--- src/shared/stepdrv_consts.svh ---
`ifndef STEPDRV_CONSTS_SVH
`define STEPDRV_CONSTS_SVH

// register byte offsets
`define REG_STATUS 5'h00
`define REG_MASK 5'h04
`define REG_STATE 5'h08
`define REG_POSITION 5'h0C
`define REG_CONTROL 5'h10
`define REG_USTEP 5'h14

// status and mask bit positions
`define ST_STEP 0
`define ST_OVER_VOLT 1
`define ST_UNDER_VOLT 2
`define ST_OVER_CURR 3
`define ST_WIRING 4
`define ST_INTERNAL 5
`define ST_IDLE 6
`define ST_BLOCKED 7
`define ST_WIDTH 8

// control bit positions
`define CTL_SOFT_DIS 0
`define CTL_POS_CLR 1

// reset values
`define MASK_RST 8'h00
`define CONTROL_RST 1'h0

// phase current levels in mA, code 0 to 7
`define CUR_MA_0 13'h07D0
`define CUR_MA_1 13'h0A0A
`define CUR_MA_2 13'h0C44
`define CUR_MA_3 13'h0E7E
`define CUR_MA_4 13'h10B8
`define CUR_MA_5 13'h12FC
`define CUR_MA_6 13'h1536
`define CUR_MA_7 13'h1770

// decimal microstep divisors
`define RES_DEC_0 9'h005
`define RES_DEC_1 9'h00A
`define RES_DEC_2 9'h019
`define RES_DEC_3 9'h032
`define RES_DEC_4 9'h07D
`define RES_DEC_5 9'h0FA
`define RES_POW2_BASE 9'h002

// timing
`define CLK_KHZ 40000
`define IDLE_TIME_MS 500
`define IDLE_CYCLES (`IDLE_TIME_MS * `CLK_KHZ)

`endif

--- src/shared/stepdrv_pkg.sv ---
package stepdrv_pkg;
  typedef enum logic [1:0] {DS_OFF, DS_RUN, DS_STANDSTILL} drive_state_t;
endpackage

--- src/hw/sync_bits.sv ---
`timescale 1ns/1ps
module sync_bits #(
  parameter int W = 1
) (
  // clock and reset
  input wire logic i_mclk,
  input wire logic i_rstn,
  // data
  input wire logic [W-1:0] i_d,
  output logic [W-1:0] o_q
);
  generate
    if (W < 1)
    begin : g_chk
      $error("sync_bits needs W of at least 1");
    end
  endgenerate

  genvar g;
  generate
    for (g = 0; g < W; g++)
    begin : g_bit
      logic meta;
      always_ff @(posedge i_mclk or negedge i_rstn)
      begin
        if (!i_rstn)
        begin
          meta <= 1'b0;
          o_q[g] <= 1'b0;
        end
        else
        begin
          meta <= i_d[g];
          o_q[g] <= meta;
        end
      end
    end
  endgenerate
endmodule

--- src/hw/switch_decode.sv ---
`timescale 1ns/1ps
`include "stepdrv_consts.svh"
module switch_decode (
  // switch codes
  input wire logic [2:0] i_cur_code,
  input wire logic i_res_family_sel,
  input wire logic [2:0] i_res_code,
  // decoded settings
  output logic [12:0] o_run_ma,
  output logic [8:0] o_res_div,
  output logic o_res_valid
);
  always_comb
  begin
    case (i_cur_code)
      3'h0: o_run_ma = `CUR_MA_0;
      3'h1: o_run_ma = `CUR_MA_1;
      3'h2: o_run_ma = `CUR_MA_2;
      3'h3: o_run_ma = `CUR_MA_3;
      3'h4: o_run_ma = `CUR_MA_4;
      3'h5: o_run_ma = `CUR_MA_5;
      3'h6: o_run_ma = `CUR_MA_6;
      default: o_run_ma = `CUR_MA_7;
    endcase
  end

  always_comb
  begin
    o_res_valid = 1'b1;
    if (!i_res_family_sel)
      o_res_div = `RES_POW2_BASE << i_res_code;
    else
    begin
      case (i_res_code)
        3'h0: o_res_div = `RES_DEC_0;
        3'h1: o_res_div = `RES_DEC_1;
        3'h2: o_res_div = `RES_DEC_2;
        3'h3: o_res_div = `RES_DEC_3;
        3'h4: o_res_div = `RES_DEC_4;
        3'h5: o_res_div = `RES_DEC_5;
        // undefined codes: fall back to the finest decimal setting
        default:
        begin
          o_res_div = `RES_DEC_5;
          o_res_valid = 1'b0;
        end
      endcase
    end
  end
endmodule

--- src/hw/microstep_step_dir_controller.sv ---
// The register addresses and the Avalon-MM slave port are this design's own decisions.
`timescale 1ns/1ps
`include "stepdrv_consts.svh"
// Summary of operation
// - three switches pick eight current levels
// - standstill-select off halves idle current
// - standstill-select on keeps full current
// - family 0 gives power-of-two microsteps
// - family 1 gives six decimal microsteps
// - undriven enable input means drive enabled
// - disabled drive ignores all step pulses
// - supply or current faults stop drive
// - faults light the alarm lamp
module microstep_step_dir_controller #(
  parameter int IDLE_CYCLES = `IDLE_CYCLES
) (
  // clock and reset
  input wire logic i_mclk,
  input wire logic i_rstn,
  // isolated control inputs; drive_allow_in high means disable asserted
  input wire logic i_step_pulse_in,
  input wire logic i_dir_in,
  input wire logic i_drive_allow_in,
  // configuration switches, on reads 0
  input wire logic i_current_sel_b0,
  input wire logic i_current_sel_b1,
  input wire logic i_current_sel_b2,
  input wire logic i_idle_current_sel,
  input wire logic i_res_family_sel,
  input wire logic i_res_sel_b0,
  input wire logic i_res_sel_b1,
  input wire logic i_res_sel_b2,
  // fault detectors
  input wire logic i_over_volt,
  input wire logic i_under_volt,
  input wire logic i_over_curr,
  input wire logic i_wiring_fault,
  input wire logic i_internal_fault,
  // avalon-mm slave
  input wire logic [4:0] i_avs_address,
  input wire logic i_avs_read,
  input wire logic i_avs_write,
  input wire logic [31:0] i_avs_writedata,
  input wire logic [3:0] i_avs_byteenable,
  output logic [31:0] o_avs_readdata,
  output logic o_avs_waitrequest,
  // motor drive
  output logic o_drive_en,
  output logic [12:0] o_current_ma,
  output logic [7:0] o_ustep_pos,
  output logic [1:0] o_full_step,
  output logic [8:0] o_res_div,
  output logic o_fault_lamp,
  output logic o_irq
);
  generate
    if (IDLE_CYCLES < 2)
    begin : g_chk
      $error("IDLE_CYCLES must be at least 2");
    end
  endgenerate

  //****************************************************************
  // input synchronisation
  //****************************************************************
  logic [15:0] pins_s;
  logic step_s, dir_s, inhibit_s, idle_sel;
  logic [2:0] cur_code, res_code;
  logic res_fam;
  logic [4:0] fault_s;
  logic step_prev;
  logic [4:0] fault_prev;

  sync_bits #(
    .W(16)
  ) u_sync (
    .i_mclk(i_mclk),
    .i_rstn(i_rstn),
    .i_d({i_internal_fault, i_wiring_fault, i_over_curr, i_under_volt,
      i_over_volt, i_res_sel_b2, i_res_sel_b1, i_res_sel_b0,
      i_res_family_sel, i_idle_current_sel, i_current_sel_b2,
      i_current_sel_b1, i_current_sel_b0, i_drive_allow_in, i_dir_in,
      i_step_pulse_in}),
    .o_q(pins_s)
  );

  assign step_s = pins_s[0];
  assign dir_s = pins_s[1];
  assign inhibit_s = pins_s[2];
  assign cur_code = pins_s[5:3];
  assign idle_sel = pins_s[6];
  assign res_fam = pins_s[7];
  assign res_code = pins_s[10:8];
  assign fault_s = pins_s[15:11];

  always_ff @(posedge i_mclk or negedge i_rstn)
  begin
    if (!i_rstn)
    begin
      step_prev <= 1'b0;
      fault_prev <= 5'h00;
    end
    else
    begin
      step_prev <= step_s;
      fault_prev <= fault_s;
    end
  end

  logic step_edge;
  logic fault_any;
  assign step_edge = step_s & ~step_prev;
  assign fault_any = |fault_s;

  //****************************************************************
  // switch decode
  //****************************************************************
  logic [12:0] run_ma;
  logic [8:0] res_div;
  logic res_valid;

  switch_decode u_dec (
    .i_cur_code(cur_code),
    .i_res_family_sel(res_fam),
    .i_res_code(res_code),
    .o_run_ma(run_ma),
    .o_res_div(res_div),
    .o_res_valid(res_valid)
  );

  //****************************************************************
  // drive state
  //****************************************************************
  stepdrv_pkg::drive_state_t state, next_state;
  logic soft_dis;
  logic allow;
  logic [31:0] idle_cnt;
  logic idle_done;
  // open enable pair leaves the opto dark, which reads 0 = enabled
  assign allow = ~inhibit_s & ~fault_any & ~soft_dis;
  assign idle_done = (idle_cnt >= 32'(IDLE_CYCLES - 1));

  always_comb
  begin
    next_state = state;
    case (state)
      stepdrv_pkg::DS_OFF:
        if (allow)
          next_state = stepdrv_pkg::DS_RUN;
      stepdrv_pkg::DS_RUN:
        if (!allow)
          next_state = stepdrv_pkg::DS_OFF;
        else if (idle_done && !step_edge)
          next_state = stepdrv_pkg::DS_STANDSTILL;
      stepdrv_pkg::DS_STANDSTILL:
        if (!allow)
          next_state = stepdrv_pkg::DS_OFF;
        else if (step_edge)
          next_state = stepdrv_pkg::DS_RUN;
      default:
        next_state = stepdrv_pkg::DS_OFF;
    endcase
  end

  always_ff @(posedge i_mclk or negedge i_rstn)
  begin
    if (!i_rstn)
      state <= stepdrv_pkg::DS_OFF;
    else
      state <= next_state;
  end

  always_ff @(posedge i_mclk or negedge i_rstn)
  begin
    if (!i_rstn)
      idle_cnt <= 32'h0000_0000;
    else if (step_edge || state != stepdrv_pkg::DS_RUN)
      idle_cnt <= 32'h0000_0000;
    else if (!idle_done)
      idle_cnt <= idle_cnt + 32'h0000_0001;
  end

  logic drive_go;
  assign drive_go = (state != stepdrv_pkg::DS_OFF) & allow;

  always_ff @(posedge i_mclk or negedge i_rstn)
  begin
    if (!i_rstn)
    begin
      o_drive_en <= 1'b0;
      o_current_ma <= 13'h0000;
      o_fault_lamp <= 1'b0;
      o_res_div <= `RES_POW2_BASE;
    end
    else
    begin
      o_drive_en <= allow;
      o_fault_lamp <= fault_any;
      o_res_div <= res_div;
      if (!allow)
        o_current_ma <= 13'h0000;
      else if (state == stepdrv_pkg::DS_STANDSTILL && idle_sel)
        o_current_ma <= run_ma >> 1;
      else
        o_current_ma <= run_ma;
    end
  end

  //****************************************************************
  // microstep position
  //****************************************************************
  // the 75 kpps ceiling is far below the edge detector's reach, so
  // the far side's rate limit costs no logic here
  logic [31:0] position;
  logic pos_clr;
  logic [7:0] ustep_top;
  logic do_step;
  assign ustep_top = 8'(res_div - 9'h001);
  assign do_step = step_edge & drive_go;

  always_ff @(posedge i_mclk or negedge i_rstn)
  begin
    if (!i_rstn)
    begin
      o_ustep_pos <= 8'h00;
      o_full_step <= 2'h0;
      position <= 32'h0000_0000;
    end
    else if (pos_clr)
    begin
      o_ustep_pos <= 8'h00;
      o_full_step <= 2'h0;
      position <= 32'h0000_0000;
    end
    else if (do_step)
    begin
      if (dir_s)
      begin
        position <= position + 32'h0000_0001;
        // a resolution change mid-step may leave pos past the top
        if (o_ustep_pos >= ustep_top)
        begin
          o_ustep_pos <= 8'h00;
          o_full_step <= o_full_step + 2'h1;
        end
        else
          o_ustep_pos <= o_ustep_pos + 8'h01;
      end
      else
      begin
        position <= position - 32'h0000_0001;
        if (o_ustep_pos == 8'h00)
        begin
          o_ustep_pos <= ustep_top;
          o_full_step <= o_full_step - 2'h1;
        end
        else if (o_ustep_pos > ustep_top)
          o_ustep_pos <= ustep_top;
        else
          o_ustep_pos <= o_ustep_pos - 8'h01;
      end
    end
  end

  //****************************************************************
  // register bus
  //****************************************************************
  logic ack;
  logic [7:0] status, mask, status_set, status_clr;
  logic wr_take, rd_take;
  logic [31:0] be_mask;
  assign o_avs_waitrequest = (i_avs_read | i_avs_write) & ~ack;
  assign wr_take = i_avs_write & ack;
  assign rd_take = i_avs_read & ~ack;
  assign be_mask = {{8{i_avs_byteenable[3]}}, {8{i_avs_byteenable[2]}},
    {8{i_avs_byteenable[1]}}, {8{i_avs_byteenable[0]}}};

  always_ff @(posedge i_mclk or negedge i_rstn)
  begin
    if (!i_rstn)
      ack <= 1'b0;
    else
      ack <= (i_avs_read | i_avs_write) & ~ack;
  end

  always_ff @(posedge i_mclk or negedge i_rstn)
  begin
    if (!i_rstn)
      o_avs_readdata <= 32'h0000_0000;
    else if (rd_take)
    begin
      case (i_avs_address)
        `REG_STATUS: o_avs_readdata <= {24'h000000, status};
        `REG_MASK: o_avs_readdata <= {24'h000000, mask};
        `REG_STATE: o_avs_readdata <= {7'h00, res_div, res_valid,
          fault_s, state == stepdrv_pkg::DS_STANDSTILL, o_drive_en,
          res_code, res_fam, idle_sel, cur_code};
        `REG_POSITION: o_avs_readdata <= position;
        `REG_CONTROL: o_avs_readdata <= {31'h0000_0000, soft_dis};
        `REG_USTEP: o_avs_readdata <= {22'h00_0000, o_full_step,
          o_ustep_pos};
        default: o_avs_readdata <= 32'h0000_0000;
      endcase
    end
  end

  always_ff @(posedge i_mclk or negedge i_rstn)
  begin
    if (!i_rstn)
    begin
      mask <= `MASK_RST;
      soft_dis <= `CONTROL_RST;
    end
    else if (wr_take)
    begin
      if (i_avs_address == `REG_MASK && i_avs_byteenable[0])
        mask <= i_avs_writedata[7:0];
      if (i_avs_address == `REG_CONTROL && i_avs_byteenable[0])
        soft_dis <= i_avs_writedata[`CTL_SOFT_DIS];
    end
  end

  assign pos_clr = wr_take & (i_avs_address == `REG_CONTROL) &
    i_avs_byteenable[0] & i_avs_writedata[`CTL_POS_CLR];

  //****************************************************************
  // interrupts
  //****************************************************************
  assign status_set = {step_edge & ~drive_go,
    (state == stepdrv_pkg::DS_RUN) &
      (next_state == stepdrv_pkg::DS_STANDSTILL),
    fault_s & ~fault_prev, do_step};
  assign status_clr = (wr_take && i_avs_address == `REG_STATUS) ?
    (i_avs_writedata[7:0] & be_mask[7:0]) : 8'h00;

  always_ff @(posedge i_mclk or negedge i_rstn)
  begin
    if (!i_rstn)
      status <= 8'h00;
    else
      status <= (status & ~status_clr) | status_set;
  end

  assign o_irq = |(status & mask);

  //****************************************************************
  // checks
  //****************************************************************
  property p_cur_lo;
    @(posedge i_mclk) disable iff (!i_rstn)
    (cur_code == 3'h0) |-> (run_ma == 13'h07D0);
  endproperty
  a_cur_lo: assert property (p_cur_lo) else $error("bad low current");

  property p_half;
    @(posedge i_mclk) disable iff (!i_rstn)
    (allow && state == stepdrv_pkg::DS_STANDSTILL && idle_sel) |=>
      (o_current_ma == ($past(run_ma) >> 1));
  endproperty
  a_half: assert property (p_half) else $error("idle not halved");

  property p_full;
    @(posedge i_mclk) disable iff (!i_rstn)
    (allow && !idle_sel) |=> (o_current_ma == $past(run_ma));
  endproperty
  a_full: assert property (p_full) else $error("idle not full");

  property p_pow2;
    @(posedge i_mclk) disable iff (!i_rstn)
    (!res_fam && res_code == 3'h7) |-> (res_div == 9'h100);
  endproperty
  a_pow2: assert property (p_pow2) else $error("bad 256 divisor");

  property p_dec;
    @(posedge i_mclk) disable iff (!i_rstn)
    (res_fam && res_code == 3'h4) |-> (res_div == 9'h07D);
  endproperty
  a_dec: assert property (p_dec) else $error("bad 125 divisor");

  property p_allow;
    @(posedge i_mclk) disable iff (!i_rstn)
    (!inhibit_s && !fault_any && !soft_dis) |=> o_drive_en;
  endproperty
  a_allow: assert property (p_allow) else $error("drive not on");

  property p_block;
    @(posedge i_mclk) disable iff (!i_rstn)
    (inhibit_s && !pos_clr) |=> $stable(position) && !o_drive_en;
  endproperty
  a_block: assert property (p_block) else $error("moved disabled");

  property p_fault;
    @(posedge i_mclk) disable iff (!i_rstn)
    fault_any |=> (!o_drive_en && o_current_ma == 13'h0000 && o_fault_lamp);
  endproperty
  a_fault: assert property (p_fault) else $error("fault ignored");

  property p_step;
    @(posedge i_mclk) disable iff (!i_rstn)
    (do_step && dir_s && !pos_clr) |=> (position == $past(position) + 1);
  endproperty
  a_step: assert property (p_step) else $error("step lost");

  property p_wake;
    @(posedge i_mclk) disable iff (!i_rstn)
    (state == stepdrv_pkg::DS_STANDSTILL && step_edge && allow) |=>
      (state == stepdrv_pkg::DS_RUN);
  endproperty
  a_wake: assert property (p_wake) else $error("no wake on step");

  c_fwd: cover property (@(posedge i_mclk) do_step && dir_s);
  c_idle: cover property (@(posedge i_mclk)
    state == stepdrv_pkg::DS_STANDSTILL);
  c_fault: cover property (@(posedge i_mclk) fault_any);
endmodule

--- config.mk ---
export PLATFORM = sky130hd
export DESIGN_NAME = microstep_step_dir_controller
export DESIGN_NICKNAME = d
export VERILOG_FILES = /design/src/shared/stepdrv_pkg.sv /design/src/hw/sync_bits.sv /design/src/hw/switch_decode.sv /design/src/hw/microstep_step_dir_controller.sv
export VERILOG_INCLUDE_DIRS = /design/src /design/src/shared
export SDC_FILE = /design/constraint.sdc
export NUM_CORES = 1
export LEC_CHECK = 0
export ABC_CLOCK_PERIOD_IN_PS = 4850
export BUFFER_PORTS_ARGS = -buffer_cell sky130_fd_sc_hd__buf_2
export CAP_MARGIN = 20
export CORE_MARGIN = 2
export CORE_UTILIZATION = 40
export CTS_CLUSTER_DIAMETER = 60
export DETAILED_ROUTE_END_ITERATION = 16
export HOLD_SLACK_MARGIN = 0.02
export SETUP_SLACK_MARGIN = 0.05
export SYNTH_ARGS = -nofsm -noshare
export SYNTH_HDL_FRONTEND = slang
export SYNTH_HIERARCHICAL = 1
export SYNTH_SLANG_ARGS = --single-unit
--- constraint.sdc ---
create_clock -name i_mclk -period 4.85 [get_ports i_mclk]
set_input_delay 0.97 -clock i_mclk [delete_from_list [all_inputs] [get_ports i_mclk]]
set_output_delay 0.97 -clock i_mclk [all_outputs]
set_load 0.05 [all_outputs]
==> results of run 1 <==
-- sequential cells by signal, indices dropped and copies added, names as in the netlist --
| name | count |
|---|---|
| u_sync/g_bit.meta | 16 |
| o_fault_lamp | 1 |
| o_avs_readdata | 32 |
| status | 8 |
| u_sync/o_q | 16 |
| soft_dis | 1 |
| state | 2 |
| fault_prev | 5 |
| idle_cnt | 32 |
| step_prev | 1 |
| position | 32 |
| o_current_ma | 13 |
| mask | 8 |
| o_drive_en | 1 |
| o_res_div | 9 |
| ack | 1 |
| o_ustep_pos | 8 |
| o_full_step | 2 |
-- power by group --
| part | switching, W | internal (W) |
|---|---|---|
| combinational | 0.000388 | 0.000230 |
| clock | 0.000725 | 0.000710 |
| sequential | 0.0000686 | 0.00163 |
-- through the flow --
step                      cells  total power [W]
after floorplan            1064         0.002167
after global placement     1456         0.002334
after detailed placement   1456         0.002343
after CTS                  1488         0.003786
after global routing       1488         0.003937
final                      1488         0.003748
-- cell type report --
cell class	count	area [um2]	area share
multi-input combinational	801	5034	0.4388
sequential	188	4706	0.4102
tap	330	412.9	0.03599
timing repair buffer	112	609.3	0.05311
inverter	25	95.09	0.008289
clock buffer	17	425.4	0.03708
clock inverter	15	190.2	0.01658
-- worst paths after layout --
check	startpoint	slack, ns	to
setup / recovery	u_sync/o_q[8]	0.88	o_ustep_pos[2]
hold / removal	u_sync/g_bit[11].meta	0.35	u_sync/o_q[11]
setup reg to reg	u_sync/o_q[8]	0.88	o_ustep_pos[2]
hold reg to reg	u_sync/g_bit[11].meta	0.35	u_sync/o_q[11]
max in group asynchronous	i_rstn	3.37	o_current_ma[0]
min in group asynchronous	i_rstn	0.59	o_ustep_pos[7]
-- cells in the final DEF, fill, tap and decap left out, types with 5 or more instances in the layout --
cell,count
a221oi_1,10
dfrtp_1,187
nand2_1,174
ha_1,43
a21oi_1,89
or3_1,9
o21a_1,6
inv_8,6
nor2_1,80
o31ai_1,5
a21o_1,17
nor4_1,7
buf_2,100
nand3_1,25
a31oi_1,5
and2_1,5
nor3b_1,5
clkbuf_16,17
nand4_1,8
o21ai_0,82
mux2i_1,40
and3_1,17
nor3_1,19
xor2_1,24
mux2_2,9
xnor2_1,35
inv_1,24
nor2b_1,10
buf_4,10
nand2b_1,10
-- cells by family after synthesis --
| group | count (synthesis) | synth area share |
|---|---|---|
| other | 1 | 0.0003716 |
| adders and majority gates | 44 | 0.05529 |
| muxes | 50 | 0.05195 |
| and+or+nand+nor | 387 | 0.1787 |
| AOI/OAI and AO/OA | 260 | 0.1613 |
| buffers and inverters | 75 | 0.03496 |
| xor gates and xnor gates | 59 | 0.05120 |
| DFF | 188 | 0.4663 |
-- critical path, cell delays in order, from the launching register on --
cell,delay (ns)
dfrtp_1,0.51
nand2b_1,0.22
a21oi_1,0.35
nor2_1,0.19
inv_1,0.11
ha_1,0.18
nand2_1,0.09
nor3_1,0.18
xnor2_1,0.17
ha_1,0.27
a21o_1,0.16
a21oi_1,0.13
o21ai_0,0.17
or3_1,0.62
nor3b_1,0.28
a21oi_1,0.06
o21ai_0,0.19
-- layer usage --
metal	GRT usage	wire length [um]
met1	0.2697	11730
met2	0.3022	11150
met4	0.04948	268
met5	0	0
met3	0.03158	991
==> out/results.tsv, run 1 <==
stage	metric	value	unit
yosys	post-synth cell types	78	
grt	vias in the first global route	7543	
critical_path	CP required	5.20	ns
timing	# setup viols final	0	
timing	Slew @ Worst Pin	0.9529	ns
floorplan	die area	26520	um2
grt	total grt overflow	0	
critical_path	CP Class	register to register	
timing	Final Hold Viols	0	
detailed_routing	total routed wirelength	24.13	mm
timing	Max Freq	251.9	MHz
cts	H-tree levels	4	
layout	P&R area growth vs syn	13.68	%
grt	aggregate global-route resource usage	0.1899	
grt	initial antenna violation count	2	
floorplan	core area	24960	um2
cts	post-cts sizing count	0	
place	dpl ws	0.9421	ns
power	Static Leakage	5.367	nW
yosys	Syn. warnings	6	
yosys	largest cells by area after synthesis	dfrtp_1 (46%), nand2_1 (6.5%), ha_1 (5.3%)	
layout	Design Area, Final	11470	um2
cts	Worst-Skew Late Latency	0.44	ns
yosys	most common cell in the netlist	dfrtp_1	
yosys	top cell type's share of synthesized area	0.4637	
timing	Final min period	3.969	ns
yosys	cells after synthesis	1064	
detailed_routing	DRT Pass-1 Iters	4	
yosys	Synth Area per Inst	9.485	um2
min_path	hold-critical path depth	0	
cts	Num Clock Sinks	188	
cts	hold_buf cts	0	
cts	clk slew on worst S/H paths	0.08	ns
place	dpl hpwl	17.27	mm
timing	unrepaired setup endpoints after global routing	no	
yosys	Async SR Flop Fraction	1.000	
yosys	synth cell count leaders	dfrtp_1 (187), nand2_1 (174), a21oi_1 (89)	
layout	antenna cells	0	
cts	CTS tree	built	
detailed_routing	vias per cell	5.276	
floorplan	chip height	162.8	um
floorplan	# rows	58	
place	DP Area	10860	um2
cts	clock buffer depth	2	
floorplan	Starting Density	0.4043	
grt	first-pass GRT wire length	39.90	mm
critical_path	CP Launch Type	register	
yosys	Most used DFF post-synth	dfrtp_1	
yosys	Seq/Total Area, Yosys	0.4663	
floorplan	die outline width	162.8	um
timing	final worst-path cycle share	0.8184	
yosys	Post-synth EDFFs	0	
cts	post-CTS setup buffers	0	
layout	Final Util	0.4596	
outcome	status	finished, final reports clean	
timing	WHS	0.3511	ns
place	GPL Wtd Cong	0.8942	
floorplan	I/O Pins	129	
timing	Max Clock Skew	0.01149	ns
min_path	HP Class	register to register	
critical_path	cells on worst reg2reg path	16	
timing	fin worst setup slack	0.8809	ns
cts	clock root cell	clkbuf_16	
timing	Fin Setup TNS	0	ns
critical_path	CP arrival	4.32	ns
power	VDD IR max	250.2	uV
yosys	syn nets	1169	
yosys	Mapped Area	10090	um2
critical_path	Crit Path Max Fanout	15	
layout	# fillers	2392	
timing	final slew viol count	0	
detailed_routing	Routed Antenna Nets	0	
critical_path	crit end category	register	
yosys	Synth area leader	dfrtp_1	
detailed_routing	vias	7850	
timing	relative slew slack	0.3632	
layout	nets@finish	1250	
detailed_routing	DRT iter0 DRCs	493	
detailed_routing	routed len/inst	16.22	um
power	Cell Pwr Density	326.7	nW/um2
yosys	Yosys reg bits	188	
grt	pin count of the biggest net entering global routing	86	
job	Max-Cap Viols	0	
place	port bufs	101	
layout	layout cells sized above 1	0.1580	
cts	TritonCTS buffer count	17	
detailed_routing	number of remaining DRC errors	0	
Note: power is estimated with default switching activity, not from simulation.
==> run 2, diff against run 1 <==
--- a/config.mk
+++ b/config.mk
@@ -6,7 +6,7 @@
 export SDC_FILE = /design/constraint.sdc
 export NUM_CORES = 1
 export LEC_CHECK = 0
-export ABC_CLOCK_PERIOD_IN_PS = 4850
+export ABC_CLOCK_PERIOD_IN_PS = 4100
 export BUFFER_PORTS_ARGS = -buffer_cell sky130_fd_sc_hd__buf_2
 export CAP_MARGIN = 20
 export CORE_MARGIN = 2
==> constraint.sdc (replaced) <==
create_clock -name i_mclk -period 4.1 [get_ports i_mclk]
set_input_delay 0.82 -clock i_mclk [delete_from_list [all_inputs] [get_ports i_mclk]]
set_output_delay 0.82 -clock i_mclk [all_outputs]
set_load 0.05 [all_outputs]
==> run 2 against run 1 <==
  * Critical path depth unchanged
  * Power grew 20%
  * Hold slack better by 0.00089 ns
  * Sequential power grew 18%
  * Via count increased by 1.4%
  * Clock power rose by 23%
  * Flip-flop and latch count stayed put
  * Sequential share of layout area decreased by 0.49 points
  * Non-clock buffer count is 9 higher
  * Routed wire length up 0.62%
  * Worst setup slack worse by 0.45 ns
  * Core utilization up 0.56 points
  * Critical path type unchanged
  * Largest cell class unchanged
  * Largest power group unchanged
  * Highest routed layer unchanged
==> out/results.tsv, run 2 (synthesis results as in run 1) <==
stage	metric	value	unit	change
timing	relative slew slack	0.3556		-0.007609
grt	aggregate global-route resource usage	0.1925		+0.002627
layout	Multi-input gate area	5039	um2	about the same
critical_path	CP delay by family, top	simple AND/OR/NAND/NOR gates		
layout	register area	4706	um2	unchanged
layout	commonest cells after routing, fill and taps aside	dfrtp_1 (187), nand2_1 (174), buf_2 (100)		
min_path	HP Class	register to register		
critical_path	CP max stage cell	dfrtp_1		
job	Max-Cap Viols	0		unchanged
timing	final slew viol count	0		unchanged
cts	Worst-Skew Late Latency	0.44	ns	about the same
timing	Max Clock Skew	0.01164	ns	+0.0001510 ns
detailed_routing	routed len/inst	16.22	um	about the same
detailed_routing	number of remaining DRC errors	0		unchanged
grt	vias in the first global route	7708		+2.2%
critical_path	CP arrival	4.02	ns	-0.30 ns
floorplan	die outline width	162.8	um	unchanged
timing	Slew @ Worst Pin	0.9642	ns	+0.01139 ns
place	port bufs	101		unchanged
critical_path	CP Class	register to register		
detailed_routing	DRT iter0 DRCs	522		+5.9%
layout	biggest regs	idle_cnt x32, o_avs_readdata x32, position x32		
critical_path	Crit path buffers/inverters	0		-1
layout	P&R area growth vs syn	15.06	%	
cts	H-tree levels	4		unchanged
timing	Fin Setup TNS	0	ns	unchanged
cts	CTS tree	built		
critical_path	Crit Path Max Fanout	15		unchanged
detailed_routing	DRT Pass-1 Iters	6		+2
layout	nets@finish	1259		+0.72%
floorplan	# rows	58		unchanged
timing	Final Hold Viols	0		unchanged
critical_path	reg2reg start	u_sync/o_q[8]		
critical_path	critical-path cell list	nor2b_1 > o21ai_0 > o21ai_1 > nor2_1 > nand3_1 > nor2_1 > xnor2_1 > ha_1 > a21o_1 > a21o_1 > a21oi_1 > o21ai_0 > or3_4 > nor3b_1 > a21oi_1 > o21ai_0		
cts	hold_buf cts	0		unchanged
timing	Max Freq	272.9	MHz	+8.3%
cts	TritonCTS buffer count	17		unchanged
grt	total grt overflow	0		unchanged
min_path	worst hold start	u_sync/g_bit[13].meta		
critical_path	Most Frequent Cell on Critical Path	o21ai_0		
cts	clk slew on worst S/H paths	0.08	ns	about the same
critical_path	reg2reg end	o_ustep_pos[5]		
cts	clock root cell	clkbuf_16		
floorplan	I/O Pins	129		unchanged
floorplan	core area	24960	um2	unchanged
power	Cell Pwr Density	388.2	nW/um2	+19%
place	GPL Wtd Cong	0.8790		-1.7%
detailed_routing	Routed Antenna Nets	0		unchanged
layout	# fillers	2419		+1.1%
layout	most common cell after layout, fill and taps aside	dfrtp_1		
grt	initial antenna violation count	0		-2
critical_path	r2r setup slk	0.44	ns	-0.45 ns
timing	unrepaired setup endpoints after global routing	no		
critical_path	CP max stage delay	0.51	ns	-0.11 ns
timing	final worst-path cycle share	0.8939		+0.07548
outcome	status	finished, final reports clean		
detailed_routing	vias	7963		+1.4%
detailed_routing	vias per cell	5.319		+0.83%
layout	antenna cells	0		unchanged
floorplan	die area	26520	um2	unchanged
grt	first-pass GRT wire length	40.55	mm	+1.6%
critical_path	CP Launch Type	register		
power	Static Leakage	5.442	nW	+1.4%
grt	pin count of the biggest net entering global routing	83		-3.5%
cts	post-CTS setup buffers	0		unchanged
timing	WHS	0.3520	ns	+0.0008870 ns
cts	clock buffer depth	2		unchanged
detailed_routing	total routed wirelength	24.28	mm	+0.62%
layout	layout cells sized above 1	0.1654		+0.007350
floorplan	Starting Density	0.4043		unchanged
cts	Num Clock Sinks	188		unchanged
power	VDD IR max	200.6	uV	-20%
floorplan	chip height	162.8	um	unchanged
timing	Final min period	3.665	ns	-0.3043 ns
place	dpl hpwl	17.60	mm	+1.9%
critical_path	crit end category	register		
min_path	Hold EP	u_sync/o_q[13]		
critical_path	CP required	4.46	ns	-0.74 ns
min_path	hold-critical path depth	0		unchanged
timing	# setup viols final	0		unchanged
critical_path	cells on worst reg2reg path	16		unchanged
-- run 2: worst max path at each step --
stage | start | endpoint | depth (start not counted)
floorplan | u_sync/o_q[7] | o_ustep_pos[6] | 18
global placement | u_sync/o_q[8] | o_ustep_pos[4] | 15
detailed placement | u_sync/o_q[8] | o_ustep_pos[5] | 15
CTS | u_sync/o_q[8] | o_ustep_pos[3] | 15
global route | u_sync/o_q[8] | o_ustep_pos[2] | 16
finish | u_sync/o_q[8] | o_ustep_pos[5] | 16
-- run 2: final cells by class --
class | instances | area share
clock inverter | 15 | 0.01939
clock buffer | 17 | 0.03663
inverter | 25 | 0.008189
sequential | 188 | 0.4052
tap | 330 | 0.03556
timing repair buffer | 121 | 0.06109
multi-input combinational | 801 | 0.4339
-- run 2: per-layer routing --
| metal | part of all wire | track usage | routed length (um) | vias to the layer above |
|---|---|---|---|---|
| met3 | 0.043 | 0.03234 | 1051 | 22 |
| met4 | 0.014 | 0.05310 | 337 | 0 |
| met1 | 0.49 | 0.2709 | 11820 | 3862 |
| met5 | 0 | 0 | 0 | - |
| li1 | - | - | - | 3916 |
| met2 | 0.46 | 0.3074 | 11080 | 163 |
-- run 2: power breakdown --
| group | internal, W | total [W] | switching [W] |
|---|---|---|---|
| combinational | 0.000279 | 0.000737 | 0.000459 |
| sequential | 0.00192 | 0.00201 | 0.0000823 |
| clock | 0.000866 | 0.00176 | 0.000898 |
| total | 0.00307 | 0.00451 | 0.00144 |
-- run 2: per-stage QoR --
| step | instances | area, um2 | power [W] | setup slack [ns] | utilization |
|---|---|---|---|---|---|
| 2_1_floorplan | 1064 | 10090 | 0.002564 | 0.6191 | - |
| 3_3_place_gp | 1464 | 10930 | 0.002768 | 0.2961 | 0.4378 |
| 3_5_place_dp | 1464 | 10930 | 0.002779 | 0.1576 | 0.4378 |
| 4_1_cts | 1496 | 11580 | 0.004555 | 0.1527 | 0.4639 |
| 5_1_grt | 1497 | 11610 | 0.004736 | 0.07073 | 0.4652 |
| 6_report | 1497 | 11610 | 0.004508 | 0.4352 | 0.4652 |
-- run 2: worst register-to-register path, stage by stage, from the launching register on --
cell     delay [ns]
dfrtp_1        0.51
nor2b_1        0.22
o21ai_0        0.18
o21ai_1        0.18
nor2_1         0.21
nand3_1        0.12
nor2_1         0.13
xnor2_1        0.17
ha_1           0.29
a21o_1         0.16
a21o_1         0.16
a21oi_1        0.14
o21ai_0        0.17
or3_4          0.51
nor3b_1        0.22
a21oi_1        0.06
o21ai_0        0.17
-- run 2: timing repair --
action                                  in CTS  in global routing
gates resized for setup                      0                  2
endpoints found under the setup margin       0                  7
hold endpoints to repair                     0                  0
==> run 3, diff against run 2 <==
--- a/config.mk
+++ b/config.mk
@@ -6,9 +6,10 @@
 export SDC_FILE = /design/constraint.sdc
 export NUM_CORES = 1
 export LEC_CHECK = 0
-export ABC_CLOCK_PERIOD_IN_PS = 4100
+export ABC_CLOCK_PERIOD_IN_PS = 4230
 export BUFFER_PORTS_ARGS = -buffer_cell sky130_fd_sc_hd__buf_2
 export CAP_MARGIN = 20
+export CORE_ASPECT_RATIO = 1.1
 export CORE_MARGIN = 2
 export CORE_UTILIZATION = 40
 export CTS_CLUSTER_DIAMETER = 60
==> constraint.sdc (replaced) <==
create_clock -name i_mclk -period 4.23 [get_ports i_mclk]
set_input_delay 0.846 -clock i_mclk [delete_from_list [all_inputs] [get_ports i_mclk]]
set_output_delay 0.846 -clock i_mclk [all_outputs]
set_load 0.05 [all_outputs]
==> run 3 against run 2 <==
  * Largest cell class unchanged
  * Non-clock buffer count fell by 3
  * Clock skew fell by 0.0036 ns
  * Clock-buffer cell count rose by 2
  * Routed wire length grew 1.4%
==> out/results.tsv, run 3 (synthesis results as in run 1) <==
stage	metric	value	unit	change
floorplan	chip height	170.6	um	+4.8%
cts	H-tree levels	4		unchanged
grt	total grt overflow	0		unchanged
detailed_routing	Routed Antenna Nets	0		unchanged
cts	post-cts sizing count	0		unchanged
floorplan	Starting Density	0.4099		+0.005587
layout	Design Area, Final	11540	um2	-0.66%
job	Max-Cap Viols	0		unchanged
cts	TritonCTS buffer count	17		unchanged
layout	nets@finish	1256		-0.24%
floorplan	core area	24620	um2	-1.4%
power	Sw Pwr	0.001311	W	-8.8%
power	clock share of power	0.394		+0.003
min_path	hold-critical path depth	0		unchanged
timing	Max Freq	256.6	MHz	-5.9%
place	# placed instances	1442		-1.5%
critical_path	CP Launch Type	register		
detailed_routing	DRT Pass-1 Iters	5		-1
cts	hold_buf cts	0		unchanged
timing	Final min period	3.897	ns	+0.2317 ns
layout	layout cells sized above 1	0.1624		-0.003010
grt	initial antenna violation count	0		unchanged
layout	most common cell after layout, fill and taps aside	dfrtp_1		
grt	first-pass GRT wire length	40.25	mm	-0.73%
cts	clk slew on worst S/H paths	0.08	ns	about the same
detailed_routing	vias per cell	5.355		+0.68%
critical_path	Crit Path Max Fanout	15		unchanged
power	sequential power share	0.442		-0.003
power	VDD IR max	248.3	uV	+24%
layout	P&R area growth vs syn	14.31	%	
timing	# setup viols final	0		unchanged
timing	unrepaired setup endpoints after global routing	no		
min_path	HP Class	register to register		
critical_path	CP Class	register to register		
layout	antenna cells	0		unchanged
timing	final worst-path cycle share	0.9212		+0.02731
layout	register area	4706	um2	unchanged
layout	biggest regs	idle_cnt x32, o_avs_readdata x32, position x32		
detailed_routing	DRT iter0 DRCs	405		-22%
timing	WHS	0.3487	ns	-0.003315 ns
power	Net Sw Frac	0.2987		-0.02041
power	Static Leakage	5.423	nW	-0.35%
grt	vias in the first global route	7617		-1.2%
cts	CTS tree	built		
cts	post-CTS setup buffers	0		unchanged
layout	Final Instance Count excl. Fillers	1474		-1.5%
floorplan	# rows	60		+3.4%
layout	commonest cells after routing, fill and taps aside	dfrtp_1 (187), nand2_1 (174), buf_2 (100)		
timing	Slew @ Worst Pin	1.044	ns	+0.07981 ns
place	DP Area	10890	um2	-0.37%
timing	Final Hold Viols	0		unchanged
cts	clock root cell	clkbuf_16		
critical_path	crit end category	register		
timing	Max Clock Skew	0.008064	ns	-0.003580 ns
floorplan	die outline width	155.5	um	-4.5%
detailed_routing	number of remaining DRC errors	0		unchanged
layout	# fillers	2388		-1.3%
grt	pin count of the biggest net entering global routing	93		+12%
outcome	status	finished, final reports clean		
place	port bufs	101		unchanged
cts	Num Clock Sinks	188		unchanged
floorplan	I/O Pins	129		unchanged
timing	final slew viol count	0		unchanged
power	Cell Pwr Density	380.6	nW/um2	-2.0%
cts	clock buffer depth	2		unchanged
place	GPL Wtd Cong	0.8403		-4.4%
power	Logic pwr share	0.164		about the same
critical_path	CP arrival	4.25	ns	+0.23 ns
detailed_routing	routed len/inst	16.71	um	+3.0%
detailed_routing	vias	7894		-0.87%
grt	aggregate global-route resource usage	0.1914		-0.001072
timing	Fin Setup TNS	0	ns	unchanged
place	dpl hpwl	17.49	mm	-0.60%
floorplan	die area	26520	um2	about the same
power	internal power	0.003079	W	+0.31%
timing	relative slew slack	0.3014		-0.05422
cts	Worst-Skew Late Latency	0.44	ns	about the same
layout	Multi-input gate area	5034	um2	about the same
layout	Final Util	0.4685		+0.003330
critical_path	CP required	4.58	ns	+0.12 ns
detailed_routing	total routed wirelength	24.63	mm	+1.4%
critical_path	cells on worst reg2reg path	15		-1
run 3: changes by cell type in the layout (fill, tap and decap cells not counted), sizes merged:
cell | before | now
inv | 33 | 31
bufinv | 0 | 2
clkinv | 7 | 5
clkbuf | 18 | 20
buf | 120 | 117
run 3: power groups by stage:
stage	Sequential (W)	Clock, W	Combinational (W)
6_report	0.00194	0.00173	0.000721
5_1_grt	0.00195	0.00185	0.000803
4_1_cts	0.00194	0.00176	0.000724
3_5_place_dp	0.00198	0	0.000720
3_3_place_gp	0.00198	0	0.000710
2_1_floorplan	0.00201	0	0.000479
run 3: area by class of cell:
class / count / share of cell area
timing repair buffer: 118 / 0.05781
tap: 310 / 0.03362
multi-input combinational: 801 / 0.4363
inverter: 25 / 0.008243
clock inverter: 13 / 0.01681
clock buffer: 19 / 0.03926
sequential: 188 / 0.4079
run 3: worst paths after layout:
| check | startpoint | end | slack [ns] |
|---|---|---|---|
| worst max-delay path | u_sync/o_q[9] | o_ustep_pos[4] | 0.33 |
| worst min-delay path | u_sync/g_bit[6].meta | u_sync/o_q[6] | 0.35 |
| worst max register to register | u_sync/o_q[9] | o_ustep_pos[4] | 0.33 |
| worst min register to register | u_sync/g_bit[6].meta | u_sync/o_q[6] | 0.35 |
| max in group asynchronous | i_rstn | o_current_ma[8] | 2.89 |
| min in group asynchronous | i_rstn | o_ustep_pos[3] | 0.45 |
run 3: stage by stage:
stage / total power, W / setup slack, ns
2_1_floorplan: 0.002485 / 0.7491
3_3_place_gp: 0.002686 / 0.4139
3_5_place_dp: 0.002697 / 0.3500
4_1_cts: 0.004429 / 0.2963
5_1_grt: 0.004603 / 0.05105
6_report: 0.004390 / 0.3335
run 3: layer usage:
metal | part of all wire | vias to the layer above | GRT usage
met5 | 0 | - | 0
met4 | 0.014 | 0 | 0.04587
met3 | 0.038 | 24 | 0.03343
met2 | 0.47 | 153 | 0.3174
met1 | 0.48 | 3810 | 0.2622
li1 | - | 3907 | -
run 3: critical path, stage by stage (launching register included):
cell	delay, ns
dfrtp_1	0.59
nand2b_1	0.12
o21ai_0	0.47
nor2_1	0.14
nand3_1	0.13
nor2_1	0.06
xnor2_1	0.24
ha_1	0.30
a21o_1	0.16
a21o_1	0.17
a21oi_1	0.12
o21ai_0	0.17
or3_1	0.64
nor3b_1	0.27
a21oi_1	0.06
o21ai_0	0.19
